--- src/verilog/spc_pkg.sv ---
package spc_pkg;
	// Control register field positions.
	localparam int CTL_ENABLE_BIT   = 0;
	localparam int CTL_OVR_RATE_LO  = 1;
	localparam int CTL_DOUT_RATE_HI = 2;
	localparam int CTL_COMPARE_BIT  = 3;
	localparam int CTL_IRQ_EN_BIT   = 4;
	localparam int CTL_PHASE_BIT    = 5;
	localparam int CTL_CLKSRC_BIT   = 6;
	localparam int CTL_MASTER_BIT   = 7;
	// Reset values.
	localparam logic [7:0] CTL_RESET   = 8'h00;
	localparam logic [7:0] BYTE_RESET  = 8'h00;
	// Byte length and FIFO shape.
	localparam int BYTE_BITS   = 8;
	localparam int FIFO_DEPTH  = 16;
	localparam logic [2:0] BIT_LAST = 3'h7;
	// Master divider half periods for codes 00..11 (divide by 2, 4, 8, 16).
	localparam logic [3:0] HALF_DIV2  = 4'h1;
	localparam logic [3:0] HALF_DIV4  = 4'h2;
	localparam logic [3:0] HALF_DIV8  = 4'h4;
	localparam logic [3:0] HALF_DIV16 = 4'h8;
	// Transfer states, one-hot.
	typedef enum logic [3:0] {
		SPC_IDLE    = 4'b0001,
		SPC_XFER    = 4'b0010,
		SPC_COMPARE = 4'b0100,
		SPC_IGNORE  = 4'b1000
	} spc_state_type;
endpackage

--- src/verilog/spc_fifo.sv ---
`timescale 1ns/1ps
// Small synchronous FIFO with valid/ready on both sides.
module spc_fifo #(
	parameter int WIDTH = 8,
	parameter int DEPTH = 16
) (
	// Clock and reset.
	input  wire logic             i_sys_clk,
	input  wire logic             i_rst,
	// Fill side.
	input  wire logic             i_in_valid,
	output logic                  o_in_ready,
	input  wire logic [WIDTH-1:0] i_in_data,
	// Drain side.
	output logic                  o_out_valid,
	input  wire logic             i_out_ready,
	output logic [WIDTH-1:0]      o_out_data
);
	localparam int AW = $clog2(DEPTH);
	logic [WIDTH-1:0] mem_reg [DEPTH];
	logic [AW-1:0]    wr_ptr_reg, wr_ptr_next, rd_ptr_reg, rd_ptr_next;
	logic [AW:0]      count_reg, count_next;
	logic             push, pop;

	// Full and empty come straight from the occupancy count.
	assign o_in_ready  = (count_reg != (AW+1)'(DEPTH));
	assign o_out_valid = (count_reg != '0);
	assign o_out_data  = mem_reg[rd_ptr_reg];
	assign push = i_in_valid && o_in_ready;
	assign pop  = o_out_valid && i_out_ready;

	// Pointer and count updates.
	always_comb begin
		wr_ptr_next = push ? AW'(wr_ptr_reg + 1'b1) : wr_ptr_reg;
		rd_ptr_next = pop ? AW'(rd_ptr_reg + 1'b1) : rd_ptr_reg;
		count_next  = count_reg;
		if (push && !pop) begin
			count_next = (AW+1)'(count_reg + 1'b1);
		end else if (pop && !push) begin
			count_next = (AW+1)'(count_reg - 1'b1);
		end
	end

	always_ff @(posedge i_sys_clk or posedge i_rst) begin
		if (i_rst) begin
			wr_ptr_reg <= '0;
			rd_ptr_reg <= '0;
			count_reg  <= '0;
		end else begin
			wr_ptr_reg <= wr_ptr_next;
			rd_ptr_reg <= rd_ptr_next;
			count_reg  <= count_next;
		end
	end

	// Storage has no reset; only written words are ever read.
	always_ff @(posedge i_sys_clk) begin
		if (push) begin
			mem_reg[wr_ptr_reg] <= i_in_data;
		end
	end
endmodule // spc_fifo

--- src/verilog/spc_port.sv ---
`timescale 1ns/1ps
module spc_port
	import spc_pkg::*;
(
	// Clock and reset.
	input  wire logic        i_sys_clk,
	input  wire logic        i_rst,
	// Control register write port and readback.
	input  wire logic        i_ctl_wr,
	input  wire logic [7:0]  i_ctl_wdata,
	output logic [7:0]       o_ctl_rdata,
	// Compare value register.
	input  wire logic        i_cmp_wr,
	input  wire logic [7:0]  i_cmp_wdata,
	// Transmit byte write (master starts, slave preloads).
	input  wire logic        i_tx_wr,
	input  wire logic [7:0]  i_tx_wdata,
	// Receive buffer read side.
	input  wire logic        i_rx_rd,
	output logic [7:0]       o_rx_data,
	output logic             o_rx_avail,
	// Receive stream out of the FIFO.
	output logic             o_fifo_valid,
	input  wire logic        i_fifo_ready,
	output logic [7:0]       o_fifo_data,
	// Events.
	output logic             o_receive_interrupt_request,
	output logic             o_stop_wake_recovery,
	output logic             o_busy,
	// Pins.
	input  wire logic        i_timer_zero_output,
	input  wire logic        i_serial_in_pin,
	input  wire logic        i_slave_select_n,
	input  wire logic        i_serial_clock_pin,
	output logic             o_serial_clock_pin,
	output logic             o_serial_clock_pin_oe,
	output logic             o_serial_out_pin,
	output logic             o_serial_out_pin_oe
);
	import spc_pkg::*;

	// Receive FIFO fed by the shifter alongside the buffer the CPU reads.
	// A full FIFO drops the new byte while the receive buffer still takes it, so
	// software that only polls the buffer always sees the newest byte.
	logic       q_valid, q_ready, q_out_valid;
	logic [7:0] q_data;

	spc_fifo #(.WIDTH(BYTE_BITS), .DEPTH(FIFO_DEPTH)) u_fifo (
		.i_sys_clk   (i_sys_clk),
		.i_rst       (i_rst),
		.i_in_valid  (q_valid),
		.o_in_ready  (q_ready),
		.i_in_data   (q_data),
		.o_out_valid (q_out_valid),
		.i_out_ready (i_fifo_ready),
		.o_out_data  (o_fifo_data)
	);
	assign o_fifo_valid = q_out_valid;

	// The FIFO ready is deliberately not fed back: in slave mode the shift clock
	// belongs to the far side, so a stalled drain must never stall the shifter.
	// State.
	spc_state_type state_reg, state_next;
	logic [7:0] ctl_reg, ctl_next, cmp_reg, cmp_next;
	logic [7:0] shift_reg, shift_next, receive_buffer_reg, receive_buffer_next;
	logic [2:0] bit_reg, bit_next;
	logic [3:0] div_reg, div_next;
	logic       sck_reg, sck_next, dout_reg, dout_next;
	logic       avail_reg, avail_next, ovr_reg, ovr_next;
	logic       irq_reg, irq_next, wake_reg, wake_next, cmp_first_reg, cmp_first_next;
	logic       clk_prev_reg, clk_prev_next, tmr_prev_reg, tmr_prev_next;
	logic       dout_en_reg, dout_en_next;

	// Decoded control fields.
	// Bits 1 and 2 hold a rate in master mode, a flag and an output mute as slave.
	logic enable, master, compare_mode, phase, irq_en, dout_off;
	logic [3:0] half_div;
	assign enable       = ctl_reg[CTL_ENABLE_BIT];
	assign master       = ctl_reg[CTL_MASTER_BIT];
	assign compare_mode = ctl_reg[CTL_COMPARE_BIT] && !master;
	assign phase        = ctl_reg[CTL_PHASE_BIT];
	assign irq_en       = ctl_reg[CTL_IRQ_EN_BIT];
	assign dout_off     = ctl_reg[CTL_DOUT_RATE_HI];

	// Rate code to half-period of the divided system clock.
	function automatic logic [3:0] rate_half(input logic [1:0] code);
		case (code)
			2'b00:   rate_half = HALF_DIV2;
			2'b01:   rate_half = HALF_DIV4;
			2'b10:   rate_half = HALF_DIV8;
			default: rate_half = HALF_DIV16;
		endcase
	endfunction
	assign half_div = rate_half(ctl_reg[CTL_DOUT_RATE_HI:CTL_OVR_RATE_LO]);

	// Edge detection of the active shift clock. Master uses its own clock or the timer.
	// The previous level is tracked in every state, idle too, so a select that arrives
	// with the clock already at its idle level never counts as an edge.
	logic clk_now, rise, fall, sample_edge, drive_edge, tmr_tick, sel;
	assign sel      = !i_slave_select_n;
	assign tmr_tick = i_timer_zero_output && !tmr_prev_reg;
	assign clk_now  = master ? sck_reg : i_serial_clock_pin;
	assign rise     = clk_now && !clk_prev_reg;
	assign fall     = !clk_now && clk_prev_reg;
	assign sample_edge = phase ? fall : rise;
	assign drive_edge  = phase ? rise : fall;

	// Next-state logic for the whole port.
	always_comb begin
		logic [7:0] rx_byte;
		logic       tick;
		rx_byte        = {shift_reg[6:0], i_serial_in_pin};
		tick           = 1'b0;
		state_next     = state_reg;
		ctl_next       = ctl_reg;
		cmp_next       = i_cmp_wr ? i_cmp_wdata : cmp_reg;
		shift_next     = shift_reg;
		receive_buffer_next     = receive_buffer_reg;
		bit_next       = bit_reg;
		div_next       = div_reg;
		sck_next       = sck_reg;
		dout_next      = dout_reg;
		avail_next     = avail_reg;
		ovr_next       = ovr_reg;
		irq_next       = 1'b0;
		wake_next      = 1'b0;
		cmp_first_next = cmp_first_reg;
		dout_en_next   = dout_en_reg;
		clk_prev_next  = clk_now;
		tmr_prev_next  = i_timer_zero_output;
		q_valid        = 1'b0;
		q_data         = rx_byte;
		// Software writes; overrun only ever cleared by writing zero.
		if (i_ctl_wr) begin
			// The low rate bit is stored as written, so a write that turns the port
			// into a master keeps its rate; as slave the readback shows the overrun
			// flag in that place instead.
			ctl_next = i_ctl_wdata;
			if (!master && !i_ctl_wdata[CTL_OVR_RATE_LO]) begin
				ovr_next = 1'b0;
			end
		end
		if (i_rx_rd) begin
			avail_next = 1'b0;
		end
		if (!enable) begin
			state_next   = SPC_IDLE;
			dout_en_next = 1'b0;
			sck_next     = 1'b0;
		end else begin
			case (state_reg)
				SPC_IDLE: begin
					bit_next = '0;
					div_next = '0;
					// A slave byte may be preloaded while deselected; without this the
					// first bits out would be whatever the last transfer left behind.
					if (!master && i_tx_wr) begin
						shift_next = i_tx_wdata;
					end
					if (master && i_tx_wr) begin
						shift_next   = i_tx_wdata;
						dout_next    = i_tx_wdata[7];
						dout_en_next = 1'b1;
						state_next   = SPC_XFER;
					end else if (!master && sel) begin
						cmp_first_next = compare_mode;
						dout_en_next   = !compare_mode && !dout_off;
						dout_next  = i_tx_wr ? i_tx_wdata[7] : shift_reg[7];
						state_next = compare_mode ? SPC_COMPARE : SPC_XFER;
					end
				end
				SPC_XFER, SPC_COMPARE: begin
					// Master clock: divided system clock or timer output.
					// The timer source ticks once per rising edge of the timer output.
					if (master) begin
						tick = ctl_reg[CTL_CLKSRC_BIT] ? tmr_tick : 1'b1;
						if (tick) begin
							div_next = 4'(div_reg + 1'b1);
							if (4'(div_reg + 1'b1) >= half_div) begin
								div_next = '0;
								sck_next = !sck_reg;
							end
						end
					end else if (!sel) begin
						// Deselect ends the frame at once; a part byte is dropped, since a
						// cut frame carries nothing a receiver could trust.
						state_next   = SPC_IDLE;
						dout_en_next = 1'b0;
					end
					// Sampling and driving are opposite edges and never meet in one cycle.
					if (sample_edge && (master || sel)) begin
						shift_next = rx_byte;
						bit_next   = 3'(bit_reg + 1'b1);
						if (bit_reg == BIT_LAST) begin
							if (state_reg == SPC_COMPARE) begin
								// The compare byte never reaches the buffer, FIFO or interrupt.
								if (rx_byte == cmp_reg) begin
									wake_next    = 1'b1;
									dout_en_next = !dout_off;
									state_next   = SPC_XFER;
								end else begin
									state_next   = SPC_IGNORE;
									dout_en_next = 1'b0;
								end
							end else begin
								receive_buffer_next = rx_byte;
								avail_next = 1'b1;
								irq_next   = irq_en;
								q_valid    = 1'b1;
								// A read in the same cycle as the new byte still counts as in time.
								if (avail_reg && !i_rx_rd && !master) begin
									ovr_next = 1'b1;
								end
								if (master) begin
									state_next   = SPC_IDLE;
									dout_en_next = 1'b0;
									sck_next     = 1'b0;
								end
							end
						end
					end else if (drive_edge && (master || sel)) begin
						dout_next = shift_reg[7];
					end
					if (master && i_tx_wr && state_reg == SPC_XFER) begin
						shift_next = i_tx_wdata;
					end
				end
				SPC_IGNORE: begin
					// A switch to master also leaves, so the port cannot lock up here.
					if (!sel || master) begin
						state_next = SPC_IDLE;
					end
				end
				default: state_next = SPC_IDLE;
			endcase
		end
	end

	// Registers only; every decision is taken in the process above.
	always_ff @(posedge i_sys_clk or posedge i_rst) begin
		if (i_rst) begin
			state_reg     <= SPC_IDLE;
			ctl_reg       <= CTL_RESET;
			cmp_reg       <= BYTE_RESET;
			shift_reg     <= BYTE_RESET;
			receive_buffer_reg     <= BYTE_RESET;
			bit_reg       <= '0;
			div_reg       <= '0;
			sck_reg       <= 1'b0;
			dout_reg      <= 1'b0;
			avail_reg     <= 1'b0;
			ovr_reg       <= 1'b0;
			irq_reg       <= 1'b0;
			wake_reg      <= 1'b0;
			cmp_first_reg <= 1'b0;
			clk_prev_reg  <= 1'b0;
			tmr_prev_reg  <= 1'b0;
			dout_en_reg   <= 1'b0;
		end else begin
			state_reg     <= state_next;
			ctl_reg       <= ctl_next;
			cmp_reg       <= cmp_next;
			shift_reg     <= shift_next;
			receive_buffer_reg     <= receive_buffer_next;
			bit_reg       <= bit_next;
			div_reg       <= div_next;
			sck_reg       <= sck_next;
			dout_reg      <= dout_next;
			avail_reg     <= avail_next;
			ovr_reg       <= ovr_next;
			irq_reg       <= irq_next;
			wake_reg      <= wake_next;
			cmp_first_reg <= cmp_first_next;
			clk_prev_reg  <= clk_prev_next;
			tmr_prev_reg  <= tmr_prev_next;
			dout_en_reg   <= dout_en_next;
		end
	end

	// Outputs. Slave select is never driven by this port; software owns it.
	// Slave readback puts the live flags where the rate bit and interrupt enable sit.
	// The clock pin is driven only by an enabled master, so a slave never fights it.
	assign o_ctl_rdata = master ? ctl_reg
		: {ctl_reg[7:5], avail_reg, ctl_reg[3:2], ovr_reg, ctl_reg[0]};
	assign o_rx_data   = receive_buffer_reg;
	assign o_rx_avail  = avail_reg;
	assign o_receive_interrupt_request = irq_reg;
	assign o_stop_wake_recovery = wake_reg;
	assign o_busy      = (state_reg != SPC_IDLE);
	assign o_serial_clock_pin    = sck_reg;
	assign o_serial_clock_pin_oe = master && enable;
	assign o_serial_out_pin      = dout_reg;
	assign o_serial_out_pin_oe   = dout_en_reg && enable;

	// The compare byte must never reach the buffer or the interrupt.
	cmp_no_irq_a: assert property (@(posedge i_sys_clk) disable iff (i_rst)
		state_reg == SPC_COMPARE |=> !irq_reg)
		else $error("Interrupt raised by a compare byte.");
	mismatch_silent_a: assert property (@(posedge i_sys_clk) disable iff (i_rst)
		state_reg == SPC_IGNORE |-> !o_serial_out_pin_oe)
		else $error("Output driven after a compare mismatch.");
	disabled_quiet_a: assert property (@(posedge i_sys_clk) disable iff (i_rst)
		!enable |-> !o_serial_out_pin_oe && !o_serial_clock_pin_oe)
		else $error("Pins driven while the port is disabled.");
	slave_clk_in_a: assert property (@(posedge i_sys_clk) disable iff (i_rst)
		!master |-> !o_serial_clock_pin_oe)
		else $error("Slave drives the serial clock.");
	avail_read_a: assert property (@(posedge i_sys_clk) disable iff (i_rst)
		i_rx_rd && !q_valid |=> !o_rx_avail)
		else $error("Receive flag not cleared by a buffer read.");
	irq_gate_a: assert property (@(posedge i_sys_clk) disable iff (i_rst)
		o_receive_interrupt_request |-> $past(irq_en) && o_rx_avail)
		else $error("Interrupt without enable or flag.");
	ovr_sticky_a: assert property (@(posedge i_sys_clk) disable iff (i_rst)
		$fell(ovr_reg) |-> $past(i_ctl_wr) && !$past(i_ctl_wdata[CTL_OVR_RATE_LO]))
		else $error("Overrun cleared without a zero write.");
	wake_match_a: assert property (@(posedge i_sys_clk) disable iff (i_rst)
		o_stop_wake_recovery |-> $past(state_reg) == SPC_COMPARE && state_reg == SPC_XFER)
		else $error("Wake pulse without a compare match.");

	// Event pulses last one cycle, and every finished byte outside a compare lands where software looks.
	irq_pulse_a: assert property (@(posedge i_sys_clk) disable iff (i_rst)
		o_receive_interrupt_request |=> !o_receive_interrupt_request)
		else $error("Interrupt request held longer than one cycle.");
	wake_pulse_a: assert property (@(posedge i_sys_clk) disable iff (i_rst)
		o_stop_wake_recovery |=> !o_stop_wake_recovery)
		else $error("Wake pulse held longer than one cycle.");
	byte_avail_a: assert property (@(posedge i_sys_clk) disable iff (i_rst)
		q_valid |=> o_rx_avail)
		else $error("Finished byte did not set the receive flag.");
	overrun_set_a: assert property (@(posedge i_sys_clk) disable iff (i_rst)
		q_valid && avail_reg && !i_rx_rd && !master |=> ovr_reg)
		else $error("Unread buffer overwritten without overrun.");
	cmp_no_push_a: assert property (@(posedge i_sys_clk) disable iff (i_rst)
		state_reg == SPC_COMPARE |-> !q_valid)
		else $error("Compare byte pushed into the receive stream.");
	ignore_no_push_a: assert property (@(posedge i_sys_clk) disable iff (i_rst)
		state_reg == SPC_IGNORE |-> !q_valid)
		else $error("Data taken after a compare mismatch.");
	push_in_xfer_a: assert property (@(posedge i_sys_clk) disable iff (i_rst)
		q_valid |-> state_reg == SPC_XFER)
		else $error("Byte pushed outside a transfer.");
	master_done_a: assert property (@(posedge i_sys_clk) disable iff (i_rst)
		master && q_valid |=> !o_busy)
		else $error("Master still busy after its byte completed.");
endmodule // spc_port

--- config.mk ---
export PLATFORM = sky130hd
export DESIGN_NAME = spc_port
export DESIGN_NICKNAME = d
export VERILOG_FILES = /design/src/verilog/spc_pkg.sv /design/src/verilog/spc_fifo.sv /design/src/verilog/spc_port.sv
export SDC_FILE = /design/constraint.sdc
export NUM_CORES = 1
export LEC_CHECK = 0
export ABC_AREA = 1
export BUFFER_PORTS_ARGS = -buffer_cell sky130_fd_sc_hd__buf_4
export CAP_MARGIN = 30
export CELL_PAD_IN_SITES_DETAIL_PLACEMENT = 1
export CELL_PAD_IN_SITES_GLOBAL_PLACEMENT = 2
export CORE_ASPECT_RATIO = 0.7
export CORE_MARGIN = 2
export CORE_UTILIZATION = 40
export CTS_CLUSTER_SIZE = 25
export DETAILED_ROUTE_END_ITERATION = 10
export GPL_TIMING_DRIVEN = 0
export PLACE_DENSITY = 0.78
export SETUP_SLACK_MARGIN = 0.3
export SLEW_MARGIN = 20
export SYNTH_ARGS = -nofsm -noshare
export SYNTH_HDL_FRONTEND = slang
export SYNTH_SLANG_ARGS = --single-unit
--- constraint.sdc ---
create_clock -name i_sys_clk -period 3.8 [get_ports i_sys_clk]
set_input_delay 0.19 -clock i_sys_clk [delete_from_list [all_inputs] [get_ports i_sys_clk]]
set_output_delay 0.19 -clock i_sys_clk [all_outputs]
set_load 0.02 [all_outputs]
==> results of run 1 <==
[cells in the mapped netlist (2+ instances only)]
cell type  number
inv_2           6
a31oi_1         2
edfxtp_1      128
dfrtp_1        64
o21ai_2         7
mux2_2          3
nand2_1       122
nor2_8          2
o211ai_1       11
nor2_1         97
a21o_1          2
nor3_1         13
inv_1          53
clkbuf_1       23
xor2_1          7
or2_2           4
a21oi_1        21
o21ai_1         8
nand3_1        28
mux2i_1         2
nand3_2         2
buf_4           7
buf_6           4
o22ai_1        10
buf_2           3
o221ai_1       22
nand4_1         3
nor4_1          2
o21ai_0        95
nand2_4         7
xnor2_1         6
nand2_2         2
ha_1           16
[worst max-delay path: cells and delay by family, from the launching register on]
kind | cells | cell delay, ps
buffers and inverters | 5 | 620
AO/OA/AOI/OAI | 2 | 380
XOR/XNOR | 1 | 140
AND/OR/NAND/NOR | 8 | 1000
adder cells (fa/ha/maj) | 2 | 590
flip-flops | 1 | 400
[what timing repair did]
action | CTS | global route
hold endpoints to repair | 42 | 0
hold buffers | 23 | 0
setup endpoints to repair | 0 | 0
buffers inserted | 0 | 0
[layout by cell type (no fill, tap or decap), drive strengths merged]
cell and n:
mux2 3, dfrtp 64, nor2 100, a21oi 21, fa 1, nor3 13
nand2 131, o22ai 10, nand3 31, inv 67, o221ai 22, clkinvlp 1
clkinv 9, nand4 4, o31ai 1, a31oi 2, a21o 2, o41ai 1
or2 4, ha 16, o211ai 11, mux2i 2, buf 83, dlygate4sd3 23
o21ai 110, clkbuf 40, xor2 7, xnor2 6, edfxtp 128, nor4 2
dfstp 1
[metrics by stage]
step | total power [mW] | setup slack [ps] | util [%] | area, µm² | std cells
5_1_grt | 5.305 | 336.6 | 49.71 | 10430 | 1192
2_1_floorplan | 3.005 | 1039 | - | 8647 | 792
3_3_place_gp | 3.280 | 586.2 | 45.27 | 9495 | 1135
4_1_cts | 5.146 | 533.3 | 49.71 | 10430 | 1192
3_5_place_dp | 3.316 | 575.5 | 45.70 | 9585 | 1137
6_report | 5.117 | 533.9 | 49.71 | 10430 | 1192
[cells by family after synthesis]
family	synth area share [%]
fa+ha+maj	2.547
buf+inv	5.079
simple gates	14.86
mux	0.6222
compound gates	12.30
xor+xnor	1.317
flops	63.28
[final cells by class]
class	count	share of cell area (%)
clock buffers	17	4.080
clock inverters	15	1.776
flip-flops and latches	193	52.48
repair buffers	92	7.296
multi-input cells	500	26.82
well taps	276	3.312
inverters	62	2.328
plain buffers	37	1.908
[worst paths after layout]
check                                  start  slack (ps)                   to  cells past startpoint
worst min register to register  o_rx_data[6]         480         o_rx_data[6]                      2
max in group asynchronous              i_rst        2970         shift_reg[2]                      4
worst min-delay path                i_ctl_wr          20           ctl_reg[4]                      2
min in group asynchronous              i_rst         290         clk_prev_reg                      3
worst max-delay path            state_reg[3]         530  u_fifo.count_reg[4]                     18
worst max register to register  state_reg[3]         530  u_fifo.count_reg[4]                     18
[report_power, final]
group          total (mW)  internal (mW)  switching (mW)
clock network        1.82          0.896           0.925
logic               0.531          0.205           0.326
registers            2.76           2.49           0.279
total                5.12           3.59            1.53
[layer usage]
metal	part of all wire [%]	GRT usage [%]
met1	48	34.57
met2	44	36.31
met3	6.5	4.846
met4	1.2	5.452
met5	0	0
==> results.md, run 1 <==
* Setup violators final at 0
* Antenna viol nets, final at 0
* Largest net degree at the start of global routing at 42
* Mapped Cells at 792
* WS Path Type: reg -> reg
* Max-cap violations at 0
* Cell variety after synth at 43
* Worst Clk Skew at 12.53 ps
* Clock buffer count from CTS at 17
* Post-CTS Resized at 0
* Root Driver: clkbuf_16
* TritonCTS clock tree: built
* Drt drc at 0
* First-pass GRT wire length at 40590 µm
* RSZ-0062 raised after global routing: false
* Yosys warns at 0
* Sink Count at 193
* Slowest cell on crit path: dfrtp_1
* Worst skew pair latency at 440 ps
* IO Port Bufs at 67
* Global placement routability congestion at 0.8416
* # IOs at ~70
* Die Width at 179.7 µm
* H-tree depth at 4
* Flops & latches, synth at about 190
* Number of synthesized flops with an enable pin at ~130
* Ys flop type: edfxtp_1
* Startpoint types: flip-flop
* Hold Vio Cnt, Final at 0
* Worst slew margin at 40.32%
* Initial antenna violation count at 0
* Max reg flops at 128
* Max Transition Viols Final at 0
* Total gr overflow at 0
* Fraction of layout cells with a size suffix above 1 at about 18%
* Critical Path AT at between 3000 and 4000 ps
* Sequential Area at around 0.0055 mm²
* Mean Syn Cell Area at 10.92 µm²
* Total length of routed wires at between 20000 and 30000 µm
* Hpwl dp at 18220 µm
* Maximum VDD drop at 286.4 µV
* Post-Syn Area at 0.008647 mm²
* Post-Route Setup TNS at 0 ps
* Final clock period utilization by the worst path at between 80 and 90%
* Ant diodes at 0
* Die area at 0.02283 mm²
* Syn Nets at 844
* Vias in the first global route at a little under 7000
* Yosys top cell area share at 44.45%
* Final net count at ~960
* Crit path cell chain: inv_1 > nand4_4 > nand2_4 > inv_4 > nor2_4 > inv_2 > nor2_8 > nand2_4 > inv_1 > ha_1 > inv_1 > ha_1 > a21o_1 > a31oi_1 > nand2_1 > nand2_1 > nor2_1 > xor2_1
* Drt initial violations at 586
* Multi-input logic area at 0.002796 mm²
* FFs w/ async S/R, synth at 33.68%
* Worst Hold Class: in -> reg
* Pwr per Cell Area at 490.8 mW/mm²
* 1st-pass router iterations at 5
* Wire per inst at between 20 and 25 µm
* Fmax achieved at 306.2 MHz
* GRT Resource Usage Total at a little under a quarter
* Worst setup EP type: flip-flop
* Cell taking the most area after synthesis: edfxtp_1
* Min Tclk post-route at 3266 ps
* Fill cell count at roughly 2300
* Fin Hold WS at 16.12 ps
* Largest cells by area after synthesis: edfxtp_1, dfrtp_1, o21ai_0
* Max FO, Critical Path at 8
* Pleak at around 4.2 nW
* Cell mode on critical path: inv_1
* Outcome: finished clean
* Vias per Instance at 5.512
* Synthesis-to-layout area growth at 20.58%
* Core area at 0.02098 mm²
* Die H at 127.0 µm
* Crit path largest cell delay at 400 ps
* CTS Buffer Depth at 2
* Row cnt at 44
* Req. time, crit path at 4120 ps
* Least-Margin Pin Slew at 890.3 ps
* Initial core utilization at 41.23%
* Part of the Yosys area used for sequential elements at a little over three fifths
* Vias at approximately 6600
* Clock slew seen by the registers of the worst setup and hold paths at 80 ps
No activity file was read; power rests on OpenSTA's default activity.
==> inputs of run 2 (changes only) <==
--- a/config.mk
+++ b/config.mk
@@ -12,13 +12,14 @@
 export CELL_PAD_IN_SITES_GLOBAL_PLACEMENT = 2
 export CORE_ASPECT_RATIO = 0.7
 export CORE_MARGIN = 2
-export CORE_UTILIZATION = 40
+export CORE_UTILIZATION = 38
 export CTS_CLUSTER_SIZE = 25
 export DETAILED_ROUTE_END_ITERATION = 10
 export GPL_TIMING_DRIVEN = 0
-export PLACE_DENSITY = 0.78
+export PLACE_DENSITY = 0.77
 export SETUP_SLACK_MARGIN = 0.3
 export SLEW_MARGIN = 20
 export SYNTH_ARGS = -nofsm -noshare
 export SYNTH_HDL_FRONTEND = slang
+export SYNTH_HIERARCHICAL = 1
 export SYNTH_SLANG_ARGS = --single-unit
==> run 2 against run 1 <==
Combinational power grew to 4.4 times the previous value. Via count rose by 5.2%. Critical endpoint is now u_fifo/mem_reg[1][1]. Sequential cell count unchanged. Non-clock buffer count decreased by 5. Core utilization is 3.6 points lower. First-iteration DRC count down 24%. Hold slack improved by 14 ps. Synthesized cell count is 22% higher.
==> results.md, run 2 <==
* Kind of cell adding the most delay to the critical path: simple AND/OR/NAND/NOR gates
* FFs w/ async S/R, synth at 33.68%
* Setup violators final at 0
* Fmax achieved at roughly 320 MHz
* Post-Route Setup TNS at 0 ps
* Pwr per Cell Area at about 660 mW/mm²
* Placed Area at 0.01010 mm²
* Cell variety after synth at 43
* RSZ-0062 raised after global routing: false
* Global placement routability congestion at 0.7886
* Adder-cell area share of the yosys netlist at 2.399%
* Mux contribution to synthesized area at 0.5999%
* Drt drc at 0
* 1st-pass router iterations at 4
* Final net count at 1130
* Worst setup EP type: flip-flop
* # IOs at 68
* Crit Reg-Reg Endpoint: u_fifo/mem_reg[1][1]
* Wire per inst at 18.39 µm
* Core area at ~0.024 mm²
* Syn Nets at 1022
* Vias at 6914
* Sink Count at 193
* Postcts setup bufs at 0
* Hold Startpoint: i_ctl_wdata[1]
* Most frequent cells in the layout: nand2_1, edfxtp_1, inv_1
* Synth Area in XOR/XNOR at 1.145%
* Crit path largest cell delay at 720 ps
* Yosys top cell area share at 41.88%
* Die area at 0.02543 mm²
* WS Path Type: reg -> reg
* Largest cells by area after synthesis: edfxtp_1, dfrtp_1, nand2_1
* Maximum VDD drop at 325.3 µV
* Reg-to-Reg Start: ctl_reg[7]
* GRT Resource Usage Total at a little over a fifth
* IO Port Bufs at 67
* First-pass GRT wire length at roughly 41000 µm
* Ys flop type: edfxtp_1
* Min Tclk post-route at 3154 ps
* Yosys warns at 6
* Initial core utilization at around two fifths
* Max reg flops at 128
* Most numerous cell in the Yosys netlist: nand2_1
* Clock buffer count from CTS at 17
* CTS Buffer Depth at 2
* Mean Syn Cell Area at approximately 9.5 µm²
* Root Driver: clkbuf_16
* Antenna viol nets, final at 0
* H-tree depth at 4
* Critical Path AT at 3220 ps
* Simple-Gate Fraction of Synth Area at 24.04%
* FF-to-FF setup slack at 650 ps
* Die H at 134.0 µm
* Largest family of logic cells by synthesized area: simple AND/OR/NAND/NOR gates
* Ant diodes at 0
* Clock slew seen by the registers of the worst setup and hold paths at ~70 ps
* Buf+Inv Stages, Crit Path at 4
* Total gr overflow at 0
* Part of the Yosys area used for sequential elements at roughly three fifths
* Post-Syn Area at 0.009178 mm²
* Hold Crit Endpoint: ctl_reg[1]
* Vias in the first global route at 7120
* Post-route cell area at 0.01093 mm²
* Place WS at 509.1 ps
* Max Transition Viols Final at 0
* Cell taking the most area after synthesis: edfxtp_1
* TritonCTS clock tree: built
* Fraction of layout cells with a size suffix above 1 at 16.77%
* PnR worst setup slack at 646.2 ps
* Final clock period utilization by the worst path at between 80% and 90%
* Hpwl dp at 18380 µm
* Synth top cells by count: nand2_1, edfxtp_1, inv_1, nor2_1, nand3_1
* Worst skew pair latency at approximately 440 ps
* Startpoint types: flip-flop
* Synthesis-to-layout area growth at 19.09%
* Hold-critical path depth at 3
* Crit path cell chain: inv_2 > nand2_2 > nand2_4 > nand3_4 > nand2_4 > nand3_4 > clkinv_2 > nand3_4 > inv_2 > nand2_1 > inv_2 > nand2_1 > nor2_1
* Initial antenna violation count at 0
* Worst Clk Skew at 12.82 ps
* Req. time, crit path at between 3000 and 4000 ps
* Least-Margin Pin Slew at 903.2 ps
* Drt initial violations at 444
* Fill cell count at 2704
* Slowest cell on crit path: nor2_1
* Outcome: finished clean
* Hold Vio Cnt, Final at 0
* Die Width at 189.7 µm
* Total length of routed wires at 25910 µm
* Post-synthesis compound-gate area fraction at 5.017%
* Largest net degree at the start of global routing at 38
* Reg2reg path depth at 13
* Number of synthesized flops with an enable pin at about 130
* Vias per Instance at 4.907
* Max FO, Critical Path at 9
* Pleak at just under 5 nW
* Max-cap violations at 0
* Row cnt at 47
* Worst Hold Class: in -> reg
* Flops & latches, synth at 193
* Worst slew margin at 39.56%
* Most common cell after layout, fill and taps aside: nand2_1
* Mapped Cells at 970
run 2: power by group:
part	internal [mW]	switching, mW	leakage, nW
Sequential	2.55	0.359	1.99
Clock	1.10	0.819	0.288
Combinational	0.764	1.58	2.65
Total	4.41	2.76	4.93
run 2: worst max path at each step:
stage	start	end	slack, ps	depth (start not counted)
after floorplan	o_serial_clock_pin	u_fifo/count_reg[4]	1230	19
after global placement	ctl_reg[7]	u_fifo/mem_reg[1][7]	560	13
after detailed placement	ctl_reg[7]	u_fifo/mem_reg[1][7]	510	13
after CTS	ctl_reg[7]	u_fifo/mem_reg[1][1]	490	13
after global routing	ctl_reg[7]	u_fifo/count_reg[4]	320	21
final	ctl_reg[7]	u_fifo/mem_reg[1][1]	650	13
run 2: through the flow:
stage,utilization [%],instances,hold WS (ps),total power [mW]
2_1_floorplan,-,970,66.96,4.256
3_3_place_gp,42.53,1355,313.2,5.218
3_5_place_dp,42.62,1356,154.7,5.267
4_1_cts,46.12,1409,1.366,7.239
5_1_grt,46.12,1409,14.85,7.604
6_report,46.12,1409,30.21,7.163
run 2: area by class of cell:
type	instances	area (µm²)	area share [%]
buffer	35	215.2	1.969
sequential	193	5472	50.06
clock buffer	17	425.4	3.892
clock inverter	15	192.7	1.763
tap	318	397.9	3.641
timing repair buffer	89	733.2	6.709
inverter	118	446.7	4.087
multi-input combinational	624	3047	27.88
run 2: timing repair:
| action | 4_1_cts | 5_1_grt |
|---|---|---|
| hold buffers | 21 | 0 |
| endpoints found under the setup margin | 0 | 25 |
| gates resized for setup | 0 | 1 |
| endpoints found under the hold margin | 81 | 0 |
run 2: per-layer routing:
metal | track usage [%] | share of wire, %
met1 | 34.40 | 54
met2 | 30.89 | 42
met3 | 3.663 | 3.5
met4 | 4.393 | 0.73
met5 | 0 | 0
run 2: worst register-to-register path: stages (launching register included):
cell and delay (ps):
dfrtp_1 410, inv_2 180, nand2_2 110, nand2_4 100, nand3_4 70, nand2_4 100
nand3_4 100, clkinv_2 90, nand3_4 160, inv_2 150, nand2_1 210, inv_2 200
nand2_1 170, nor2_1 720
run 2: logic make-up after synthesis:
| kind of cell | after synthesis |
|---|---|
| and+or+nand+nor | 517 |
| DFF | 193 |
| buffers and inverters | 153 |
| AOI/OAI and AO/OA | 73 |
| adders and majority gates | 17 |
| xor gates and xnor gates | 12 |
| muxes | 5 |
